==> config.mk <==
export PLATFORM = sky130hd
export DESIGN_NAME = ltk_top
export DESIGN_NICKNAME = d
export VERILOG_FILES = /design/src/include/ltk_pkg.sv /design/src/include/ltk_tone_if.sv /design/src/verilog/ltk_top.sv /design/src/verilog/ltk_tone_gen.sv
export VERILOG_INCLUDE_DIRS = /design/src /design/src/include
export SDC_FILE = /design/constraint.sdc
export NUM_CORES = 1
export LEC_CHECK = 0
export BUFFER_PORTS_ARGS = -buffer_cell sky130_fd_sc_hd__buf_2
export CAP_MARGIN = 20
export CORE_MARGIN = 10
export CORE_UTILIZATION = 50
export DETAILED_ROUTE_END_ITERATION = 8
export PLACE_DENSITY = 0.72
export SKIP_CTS_REPAIR_TIMING = 1
export SYNTH_ARGS = -nofsm -noshare
export SYNTH_HDL_FRONTEND = slang
export SYNTH_HIERARCHICAL = 1
export SYNTH_SLANG_ARGS = --single-unit
==> constraint.sdc <==
create_clock -name clock -period 5.3 [get_ports clock]
set_clock_uncertainty 0.1 [all_clocks]
set_input_delay 0.265 -clock clock [delete_from_list [all_inputs] [get_ports clock]]
set_output_delay 0.265 -clock clock [all_outputs]
set_load 0.01 [all_outputs]
==> src/include/ltk_defs.svh <==
// Constants for the tone keying and diagnostics block
// Assumes a 25 MHz core clock
`ifndef LTK_DEFS_SVH
`define LTK_DEFS_SVH

`define LTK_CLK_MHZ 25
// Least times round up, longest times round down
`define LTK_CYC_UP(ns) (((ns) * `LTK_CLK_MHZ + 999) / 1000)
`define LTK_CYC_DN(ns) (((ns) * `LTK_CLK_MHZ) / 1000)

`define LTK_TONE_HZ 22000
`define LTK_TONE_HALF ((`LTK_CLK_MHZ * 1000000) / (2 * `LTK_TONE_HZ))

`define LTK_EXT_START_NS 1000
`define LTK_EXT_STOP_NS 60000
`define LTK_ENV_START_NS 6000
`define LTK_ENV_STOP_NS 15000

`define LTK_EXT_START_CYC `LTK_CYC_UP(`LTK_EXT_START_NS)
`define LTK_EXT_STOP_CYC `LTK_CYC_DN(`LTK_EXT_STOP_NS)
`define LTK_ENV_START_CYC `LTK_CYC_UP(`LTK_ENV_START_NS)
`define LTK_ENV_STOP_CYC `LTK_CYC_UP(`LTK_ENV_STOP_NS)
// Sense input is called silent after two tone half periods without an edge
`define LTK_DET_HOLD_CYC (2 * `LTK_TONE_HALF)

`define LTK_TIMER_W 11

// Status field positions
`define LTK_SA_LEVEL 0
`define LTK_SA_QUALITY 1
`define LTK_SA_LIGHT 2
`define LTK_SA_PRESENT 3
`define LTK_SB_OVERLOAD 0
`define LTK_SB_THERMAL 1
`define LTK_SB_SUPPLY 2
`define LTK_SB_SINK 3
`define LTK_STATUS_RESET 4'h0

`endif

==> src/include/ltk_pkg.sv <==
// Types for the tone keying and diagnostics block
// Shared by the top and the tone generator
package ltk_pkg;

    typedef enum logic [1:0] {
        LTK_IDLE = 2'b00,
        LTK_START = 2'b01,
        LTK_ON = 2'b10,
        LTK_STOP = 2'b11
    } ltk_tone_state_t;

    typedef enum logic [1:0] {
        LTK_MODE_OFF = 2'b00,
        LTK_MODE_EXT = 2'b01,
        LTK_MODE_ENV = 2'b10
    } ltk_mode_t;

endpackage : ltk_pkg

==> src/include/ltk_tone_if.sv <==
// Link between the keying logic and the internal tone source
// Both ends share one clock
`timescale 1ns/100ps
interface ltk_tone_if;
    logic run;
    logic toneSq;
    modport gen (input run, output toneSq);
    modport user (output run, input toneSq);
endinterface : ltk_tone_if

==> src/verilog/ltk_top.sv <==
// Tone keying, tone detection and diagnostic flag logic
// Control bits arrive already decoded from the serial interface; pins are asynchronous
`timescale 1ns/100ps
`include "ltk_defs.svh"
module ltk_top
    import ltk_pkg::*;
#(
    parameter int EXT_START = `LTK_EXT_START_CYC,
    parameter int EXT_STOP = `LTK_EXT_STOP_CYC,
    parameter int ENV_START = `LTK_ENV_START_CYC,
    parameter int ENV_STOP = `LTK_ENV_STOP_CYC,
    parameter int DET_HOLD = `LTK_DET_HOLD_CYC
) (
    input wire logic clock,
    input wire logic rstn,
    input wire logic underVoltage,
    input wire logic toneOnBit,
    input wire logic externalToneSelect,
    input wire logic lowDissipationSelect,
    input wire logic [3:0] outputLevelSel,
    input wire logic statusRead,
    input wire logic toneKeyInput,
    input wire logic toneSenseInput,
    input wire logic overloadCause,
    input wire logic thermalCause,
    input wire logic supplyLowCause,
    input wire logic levelFaultCause,
    input wire logic toneQualityCause,
    input wire logic lightLoadCause,
    input wire logic sinkOvercurrentCause,
    output logic toneOut,
    output logic toneActive,
    output logic filterBypassDrive,
    output logic decodedToneOutput,
    output logic lowDropActive,
    output logic [3:0] outputLevel,
    output logic [3:0] statusA,
    output logic [3:0] statusB,
    output logic faultPinOut,
    output logic faultPinOe
);
    localparam int TW = `LTK_TIMER_W;

    // Two-stage synchronisers for all pins
    logic [9:0] pinMeta;
    logic [9:0] pinSync;
    always_ff @(posedge clock or negedge rstn) begin
        if (!rstn) begin
            pinMeta <= 10'h000;
            pinSync <= 10'h000;
        end else begin
            pinMeta <= {underVoltage, toneKeyInput, toneSenseInput, overloadCause, thermalCause,
                        supplyLowCause, levelFaultCause, toneQualityCause, lightLoadCause, sinkOvercurrentCause};
            pinSync <= pinMeta;
        end
    end
    logic uvlo, keyIn, senseIn, cOver, cTherm, cSupply, cLevel, cQual, cLight, cSink;
    assign {uvlo, keyIn, senseIn, cOver, cTherm, cSupply, cLevel, cQual, cLight, cSink} = pinSync;

    // Control bits held cleared in undervoltage
    logic toneOn, extSel, lowDis;
    always_ff @(posedge clock or negedge rstn) begin
        if (!rstn) begin
            toneOn <= 1'b0;
            extSel <= 1'b0;
            lowDis <= 1'b0;
            outputLevel <= 4'h0;
        end else if (uvlo) begin
            toneOn <= 1'b0;
            extSel <= 1'b0;
            lowDis <= 1'b0;
            outputLevel <= 4'h0;
        end else begin
            toneOn <= toneOnBit;
            extSel <= externalToneSelect;
            lowDis <= lowDissipationSelect;
            outputLevel <= outputLevelSel;
        end
    end

    // Mode selection
    ltk_mode_t mode;
    always_comb begin
        if (!toneOn || uvlo) begin
            mode = LTK_MODE_OFF;
        end else if (extSel) begin
            mode = LTK_MODE_EXT;
        end else begin
            mode = LTK_MODE_ENV;
        end
    end

    // Internal tone source
    ltk_tone_if toneLink ();
    assign toneLink.run = (mode == LTK_MODE_ENV);
    ltk_tone_gen toneGen (
        .clock(clock),
        .rstn(rstn),
        .tone(toneLink)
    );

    // Key input edges and delayed copy for external mode
    logic keyPrev;
    logic [EXT_START-1:0] keyDelay;
    always_ff @(posedge clock or negedge rstn) begin
        if (!rstn) begin
            keyPrev <= 1'b0;
            keyDelay <= '0;
        end else begin
            keyPrev <= keyIn;
            keyDelay <= {keyDelay[EXT_START-2:0], keyIn};
        end
    end
    logic keyEdge;
    assign keyEdge = keyIn ^ keyPrev;

    // Keying state machine
    ltk_tone_state_t state, next_state;
    logic [TW-1:0] timer, next_timer;
    logic goOn, goOff;
    always_comb begin
        goOn = (mode == LTK_MODE_EXT) ? keyEdge : keyIn;
        goOff = (mode == LTK_MODE_EXT) ? !keyEdge : !keyIn;
        next_state = state;
        next_timer = (timer != '0) ? timer - TW'(1) : timer;
        unique case (state)
            LTK_IDLE: begin
                if (goOn) begin
                    next_state = LTK_START;
                    next_timer = (mode == LTK_MODE_EXT) ? TW'(EXT_START - 1) : TW'(ENV_START - 1);
                end
            end
            LTK_START: begin
                if (mode == LTK_MODE_ENV && !keyIn) begin
                    next_state = LTK_IDLE;
                end else if (timer == '0) begin
                    next_state = LTK_ON;
                end
            end
            LTK_ON: begin
                if (goOff) begin
                    next_state = LTK_STOP;
                    next_timer = (mode == LTK_MODE_EXT) ? TW'(EXT_STOP - 2) : TW'(ENV_STOP - 1);
                end
            end
            LTK_STOP: begin
                if (goOn) begin
                    next_state = LTK_ON;
                end else if (timer == '0) begin
                    next_state = LTK_IDLE;
                end
            end
        endcase
        if (mode == LTK_MODE_OFF) begin
            next_state = LTK_IDLE;
            next_timer = '0;
        end
    end

    always_ff @(posedge clock or negedge rstn) begin
        if (!rstn) begin
            state <= LTK_IDLE;
            timer <= '0;
        end else begin
            state <= next_state;
            timer <= next_timer;
        end
    end

    // Tone output, bypass drive and low-drop indication
    logic sending;
    assign sending = (next_state == LTK_ON) || (next_state == LTK_STOP);
    always_ff @(posedge clock or negedge rstn) begin
        if (!rstn) begin
            toneOut <= 1'b0;
            toneActive <= 1'b0;
            filterBypassDrive <= 1'b0;
            lowDropActive <= 1'b0;
        end else begin
            if (!sending) begin
                toneOut <= 1'b0;
            end else if (mode == LTK_MODE_EXT) begin
                toneOut <= keyDelay[EXT_START-2];
            end else begin
                toneOut <= toneLink.toneSq;
            end
            toneActive <= sending;
            filterBypassDrive <= sending;
            lowDropActive <= lowDis && !sending;
        end
    end

    // Tone detection on the sense input
    logic sensePrev;
    logic [TW-1:0] detTimer;
    always_ff @(posedge clock or negedge rstn) begin
        if (!rstn) begin
            sensePrev <= 1'b0;
            detTimer <= '0;
            decodedToneOutput <= 1'b0;
        end else begin
            sensePrev <= senseIn;
            if (uvlo) begin
                detTimer <= '0;
            end else if (senseIn ^ sensePrev) begin
                detTimer <= TW'(DET_HOLD);
            end else if (detTimer != '0) begin
                detTimer <= detTimer - TW'(1);
            end
            decodedToneOutput <= (detTimer != '0);
        end
    end

    // Latched flags: set wins over the read clear
    logic latOver, latTherm, latSupply;
    always_ff @(posedge clock or negedge rstn) begin
        if (!rstn) begin
            latOver <= 1'b0;
            latTherm <= 1'b0;
            latSupply <= 1'b0;
        end else begin
            latOver <= cOver || (latOver && !statusRead);
            latTherm <= cTherm || (latTherm && !statusRead);
            latSupply <= cSupply || (latSupply && !statusRead);
        end
    end

    // Status registers and fault pin
    always_ff @(posedge clock or negedge rstn) begin
        if (!rstn) begin
            statusA <= `LTK_STATUS_RESET;
            statusB <= `LTK_STATUS_RESET;
            faultPinOut <= 1'b0;
            faultPinOe <= 1'b0;
        end else begin
            statusA[`LTK_SA_LEVEL] <= cLevel;
            statusA[`LTK_SA_QUALITY] <= cQual;
            statusA[`LTK_SA_LIGHT] <= cLight;
            statusA[`LTK_SA_PRESENT] <= (detTimer != '0);
            statusB[`LTK_SB_OVERLOAD] <= latOver;
            statusB[`LTK_SB_THERMAL] <= latTherm;
            statusB[`LTK_SB_SUPPLY] <= latSupply;
            statusB[`LTK_SB_SINK] <= cSink;
            faultPinOut <= 1'b0;
            faultPinOe <= latOver || latTherm || latSupply;
        end
    end

endmodule : ltk_top

==> src/verilog/ltk_tone_gen.sv <==
// Internal 22 kHz square wave source
// Divides the core clock; restarts phase whenever run is low
`timescale 1ns/100ps
`include "ltk_defs.svh"
module ltk_tone_gen
    import ltk_pkg::*;
#(
    parameter int HALF = `LTK_TONE_HALF
) (
    input wire logic clock,
    input wire logic rstn,
    ltk_tone_if.gen tone
);
    logic [9:0] divCount;
    logic sq;

    always_ff @(posedge clock or negedge rstn) begin
        if (!rstn) begin
            divCount <= 10'h000;
            sq <= 1'b0;
        end else if (!tone.run) begin
            divCount <= 10'h000;
            sq <= 1'b0;
        end else if (divCount == 10'(HALF - 1)) begin
            divCount <= 10'h000;
            sq <= ~sq;
        end else begin
            divCount <= divCount + 10'h001;
        end
    end

    assign tone.toneSq = sq;

endmodule : ltk_tone_gen

# == Word-level counts from Yosys, hierarchy flattened ==
# Index checks and enable logic that the tools add are counted.
# word_totals
out_inout_bits,19
in_bits,20
regBits,104
# op_classes
n_reduce_logical,23
n_bitwise,3
n_mux,32
eq_ne,9
add_sub_neg,3
# ops
cell,count
11-bit 2-to-1 mux,8
11-bit one-hot mux with 2 select lines,1
11-bit nonzero test,2
"11-bit by 1-bit subtractor with 11-bit output, second input constant",2
10-bit 2-to-1 mux,2
2-bit 2-to-1 mux,9
11-bit logical NOT,1
"10-bit by 1-bit adder with 10-bit output, second input constant",1
"10-bit == test, second input constant",1
"2-bit == test, second input constant",5
1-bit 2-to-1 mux,9
8-bit 2-to-1 mux,1
2-bit one-hot mux with 4 select lines,1
1-bit logical OR,7
1-bit logical AND,5
1-bit logical NOT,5
"2-bit by 1-bit == test with 1-bit output, second input constant",2
2-bit logical NOT,2
4-bit 2-to-1 mux,1
3-bit nonzero test,1
"2-bit != test, second input constant",1
1-bit bitwise XOR,2
1-bit NOT,1

# == Longest topological paths before layout ==
# logic_depth
ltp_word,12
depth_mapped,7
depth_no_buf,6

# == Hierarchy ==
# Netlist, hierarchy kept.
# by_module_without_submodules
module,instances,seq_area_each_um2,area_per_inst_um2,cells_per_inst
ltk_top,1,2277.2,3368.2,254
ltk_tone_gen,1,275.3,538.0,51

# == Worst setup path before layout ==
# OpenSTA, ideal clock, no wires.
# synth_timing
path_kind,flip-flop to flip-flop
from,register timer[0]
to,register timer[1]
setup_ns,0.078
path_buffers,1
path_slack_ns,3.262
path_stages_with_launch,8
arrival_ns,1.860
path_cell_list,dfrtp_1 > inv_1 > ha_1 > or3b_1 > buf_2 > nor3_4 > mux2_2 > a21oi_1
# synth_via
elab_chain_len,5
# synth_lines
element,line,source
from (decl),ltk_top.sv:119,"logic [TW-1:0] timer, next_timer;"
from (signal assigned),ltk_top.sv:166,timer <= next_timer;
11-bit by 1-bit subtractor with 11-bit output / 11-bit nonzero test (equally long branches),ltk_top.sv:125,next_timer = (timer != '0) ? timer - TW'(1) : timer;
11-bit 2-to-1 mux (*),ltk_top.sv:125,
"11-bit 2-to-1 mux, on equally long branches","ltk_top.sv:141, ltk_top.sv:128",
11-bit one-hot mux with 2 select lines (*),ltk_top.sv:126,unique case (state)
11-bit 2-to-1 mux (*),ltk_top.sv:154,if (mode == LTK_MODE_OFF) begin
net next_timer[1],ltk_top.sv:119,
# The timed path passes the listed nets; every way through them passes the cells marked *.
# A chain may end at the register's enable or synchronous reset.

# == Worst setup path in the final report ==
# Ends and elaborated chain as after synthesis.

==> out/metrics.cfg <==
[outcome]
run_status = complete, no violations

[global_route]
antenna_found_initial = 0
grt_remaining_overflow = 0
grtUsageTotal = 0.1194
grt_pass1_wl_mm = 11.21
grt_max_degree = 60
grt_pass1_vias = 2370

[drt]
drt_iter0_markers = 106
antenna_left = 0
drc = 0
wl_per_cell_um = 14.32
drt_pass1_iterations = 4
vias = 2415
routed_wl_mm = 6.630
vias_per_cell = 5.216

[yosys]
synth-compound-area-share = 0.1063
ys_warn_count = 6
netlist_area_um2 = 3906
netlist_instances = 305
synth.distinct_cells = 57
synth_edf_count = 0
ys_ff_latch = 102
synthSimpleGateAreaFrac = 0.1448
synth_area_per_cell_um2 = 12.81
synthAdderAreaFrac = 0.009609
synth.area.mux_share = 0.02082
synth_top_area_frac = 0.6534
synth_xor_area_frac = 0.04260
synth_ff_type = dfrtp_1
synthArstFlopShare = 1.000
synth.area.top_cells = dfrtp_1 65%, xnor2_1 2.7%, a21oi_1 2.2%
synth_seq_area_share = 0.6534
synth_top_family_by_area = simple AND/OR/NAND/NOR gates
yosysTopAreaCell = dfrtp_1
syn_nets = 328

[timing]
relSlewSlack = 0.5354
whs_ns = 0.02608
timing.fmax_mhz = 442.2
final_hold_viol_count = 0
setup_viol = 0
setup_tns_ns = 0
finalCriticalPeriod_ns = 2.261
fin_crit_sh = 0.4267
slew_viol_final = 0
rsz0062_at_grt = false
tightest_slew_ns = 0.6969

[floorplan]
dieHeight_um = 108.4
start_util = 0.5108
pin_count = 39
die_area_um2 = 11750
dieWidth_um = 108.4
core_area_um2 = 7647
row_count = 32

[worst_setup_path]
worstPathRequired_ns = 5.49
critical-path-top-delay-family = simple AND/OR/NAND/NOR gates
path_cells = inv_1 > ha_1 > or3b_1 > nor3_4 > mux2_2 > a21oi_1
worst_setup_path_end_kind = flip-flop
cp-start-kind = flip-flop
crit_arrival_ns = 2.45
worstPathMaxFanout = 7
slowest_stage = or3b_1
path_class = reg2reg
max_stage_delay_ns = 0.49
r2r_slack_ns = 3.04
crit_buf_inv = 1

[final_layout]
post-route-util = 0.5906
nNetsFinal = 379
area_delta_synth_final_pct = 15.63
antenna_cells = 0
drive_above_1_share = 0.2078

[power_and_ir_drop]
p_per_area_nw_per_um2 = 338.0
vdd_drop_max_mv = 0.2089
leakagePower_nw = 1.994

[placement]
gp_congestion = 0.8359
io_buffers = 37
hpwl_mm = 4.565

[clocking]
htree_levels = 3
cts.sinks = 102
clock_latency_ns = 0.37
clkTransAtPathRegs_ns = 0.11
cts_tree = done
root_buffer = clkbuf_8
cts_buffers = 9
clock_path_buffers = 2

[worst_hold_path]
hold_path_class = in2reg

[flow_run]
cap_violations = 0

==> cells in the mapped netlist, types with 2 or more instances <==
master    number
a31o_2         2
xnor2_1       12
o21ai_0        8
dfrtp_1      102
a311oi_1       3
or2_2          5
or4_1          2
a21oi_1       17
ha_1           3
inv_1          9
or3_1          5
o31ai_1        4
clkbuf_1       6
or3b_1         2
or4_4          2
nand4_1        4
nand2b_1       3
a31oi_1        3
o21a_1         3
nor2_1        21
nand2_1       15
nor2b_1       10
xor2_1         7
a21o_1         3
nand3_1        4
mux2i_1        7
buf_4          3
nor3_1         6
nor4_1         5
nor4b_2        2
==> path summary, 6_finish.rpt <==
| check | start | endpoint | depth (start not counted) |
|---|---|---|---|
| worst min-delay path | toneOnBit | toneOn | 2 |
| max in group asynchronous | rstn | detTimer[3] | 3 |
| worst max-delay path | timer[0] | timer[1] | 6 |
| worst min register to register | keyDelay[4] | keyDelay[5] | 0 |
| min in group asynchronous | rstn | toneGen/divCount[4] | 2 |
| worst max register to register | timer[0] | timer[1] | 6 |
==> power by group <==
group          total (mW)  internal, mW  switching, mW
sequential          0.847         0.817         0.0299
clock               0.500         0.196          0.304
combinational       0.180        0.0814         0.0983
==> kinds of logic (layout without fill, tap and decap cells) <==
kind of cell               after synthesis  count (layout)
muxes                                    8               8
buffers and inverters                   19              75
DFF                                    102             102
xor gates and xnor gates                19              19
AOI/OAI and AO/OA                       57              57
other                                    1               1
and+or+nand+nor                         96              96
adders and majority gates                3               3
==> layout by cell type, fill, tap and decap left out, types with 6 or more instances in the layout <==
cell type / n
a21oi_1: 17
buf_2: 36
clkbuf_8: 9
dfrtp_1: 102
dlygate4sd3_1: 12
inv_1: 9
mux2i_1: 7
nand2_1: 15
nor2_1: 21
nor2b_1: 10
nor3_1: 6
o21ai_0: 8
xnor2_1: 12
xor2_1: 7
==> metal layers <==
metal | GRT usage | wire length, um
met1 | 0.1538 | 3014
met2 | 0.1823 | 3212
met3 | 0.04462 | 373
met4 | 0.04049 | 31
met5 | 0 | 0
==> flip-flops by register name, indices dropped and copies added (netlist names), 2 cells and up <==
signal and flops:
statusA 3, timer 11, toneGen/divCount 10, pinSync 10
outputLevel 4, detTimer 11, statusB 4, pinMeta 10
keyDelay 24, state 2
==> layout make-up <==
cell class                      instances  area [um^2]
Multi-Input combinational cell        184         1270
Clock buffer                            9        123.9
Timing Repair Buffer                   50        315.3
Tap cell                              102        127.6
Inverter                                9        33.78
Fill cell                             622         3131
Sequential cell                       102         2552
Clock inverter                          7        93.84
==> per-stage QoR <==
stage | instances | power, mW | area, um^2 | worst slack, ns
2_1_floorplan | 305 | 0.9789 | 3906 | 3.262
3_3_place_gp | 435 | 1.030 | 4179 | 3.163
6_report | 463 | 1.527 | 4517 | 3.039
4_1_cts | 451 | 1.536 | 4397 | 3.030
5_1_grt | 463 | 1.603 | 4517 | 2.925
3_5_place_dp | 435 | 1.035 | 4179 | 3.061
==> worst reg2reg max path: cells and delay by family (launching register included) <==
kind                       cells  cell delay [ns]
and+or+nand+nor                2             0.87
DFF                            1             0.44
muxes                          1             0.38
adders and majority gates      1             0.19
AOI/OAI and AO/OA              1             0.14
buffers and inverters          1             0.08
Power figures use the tool's default switching activity.
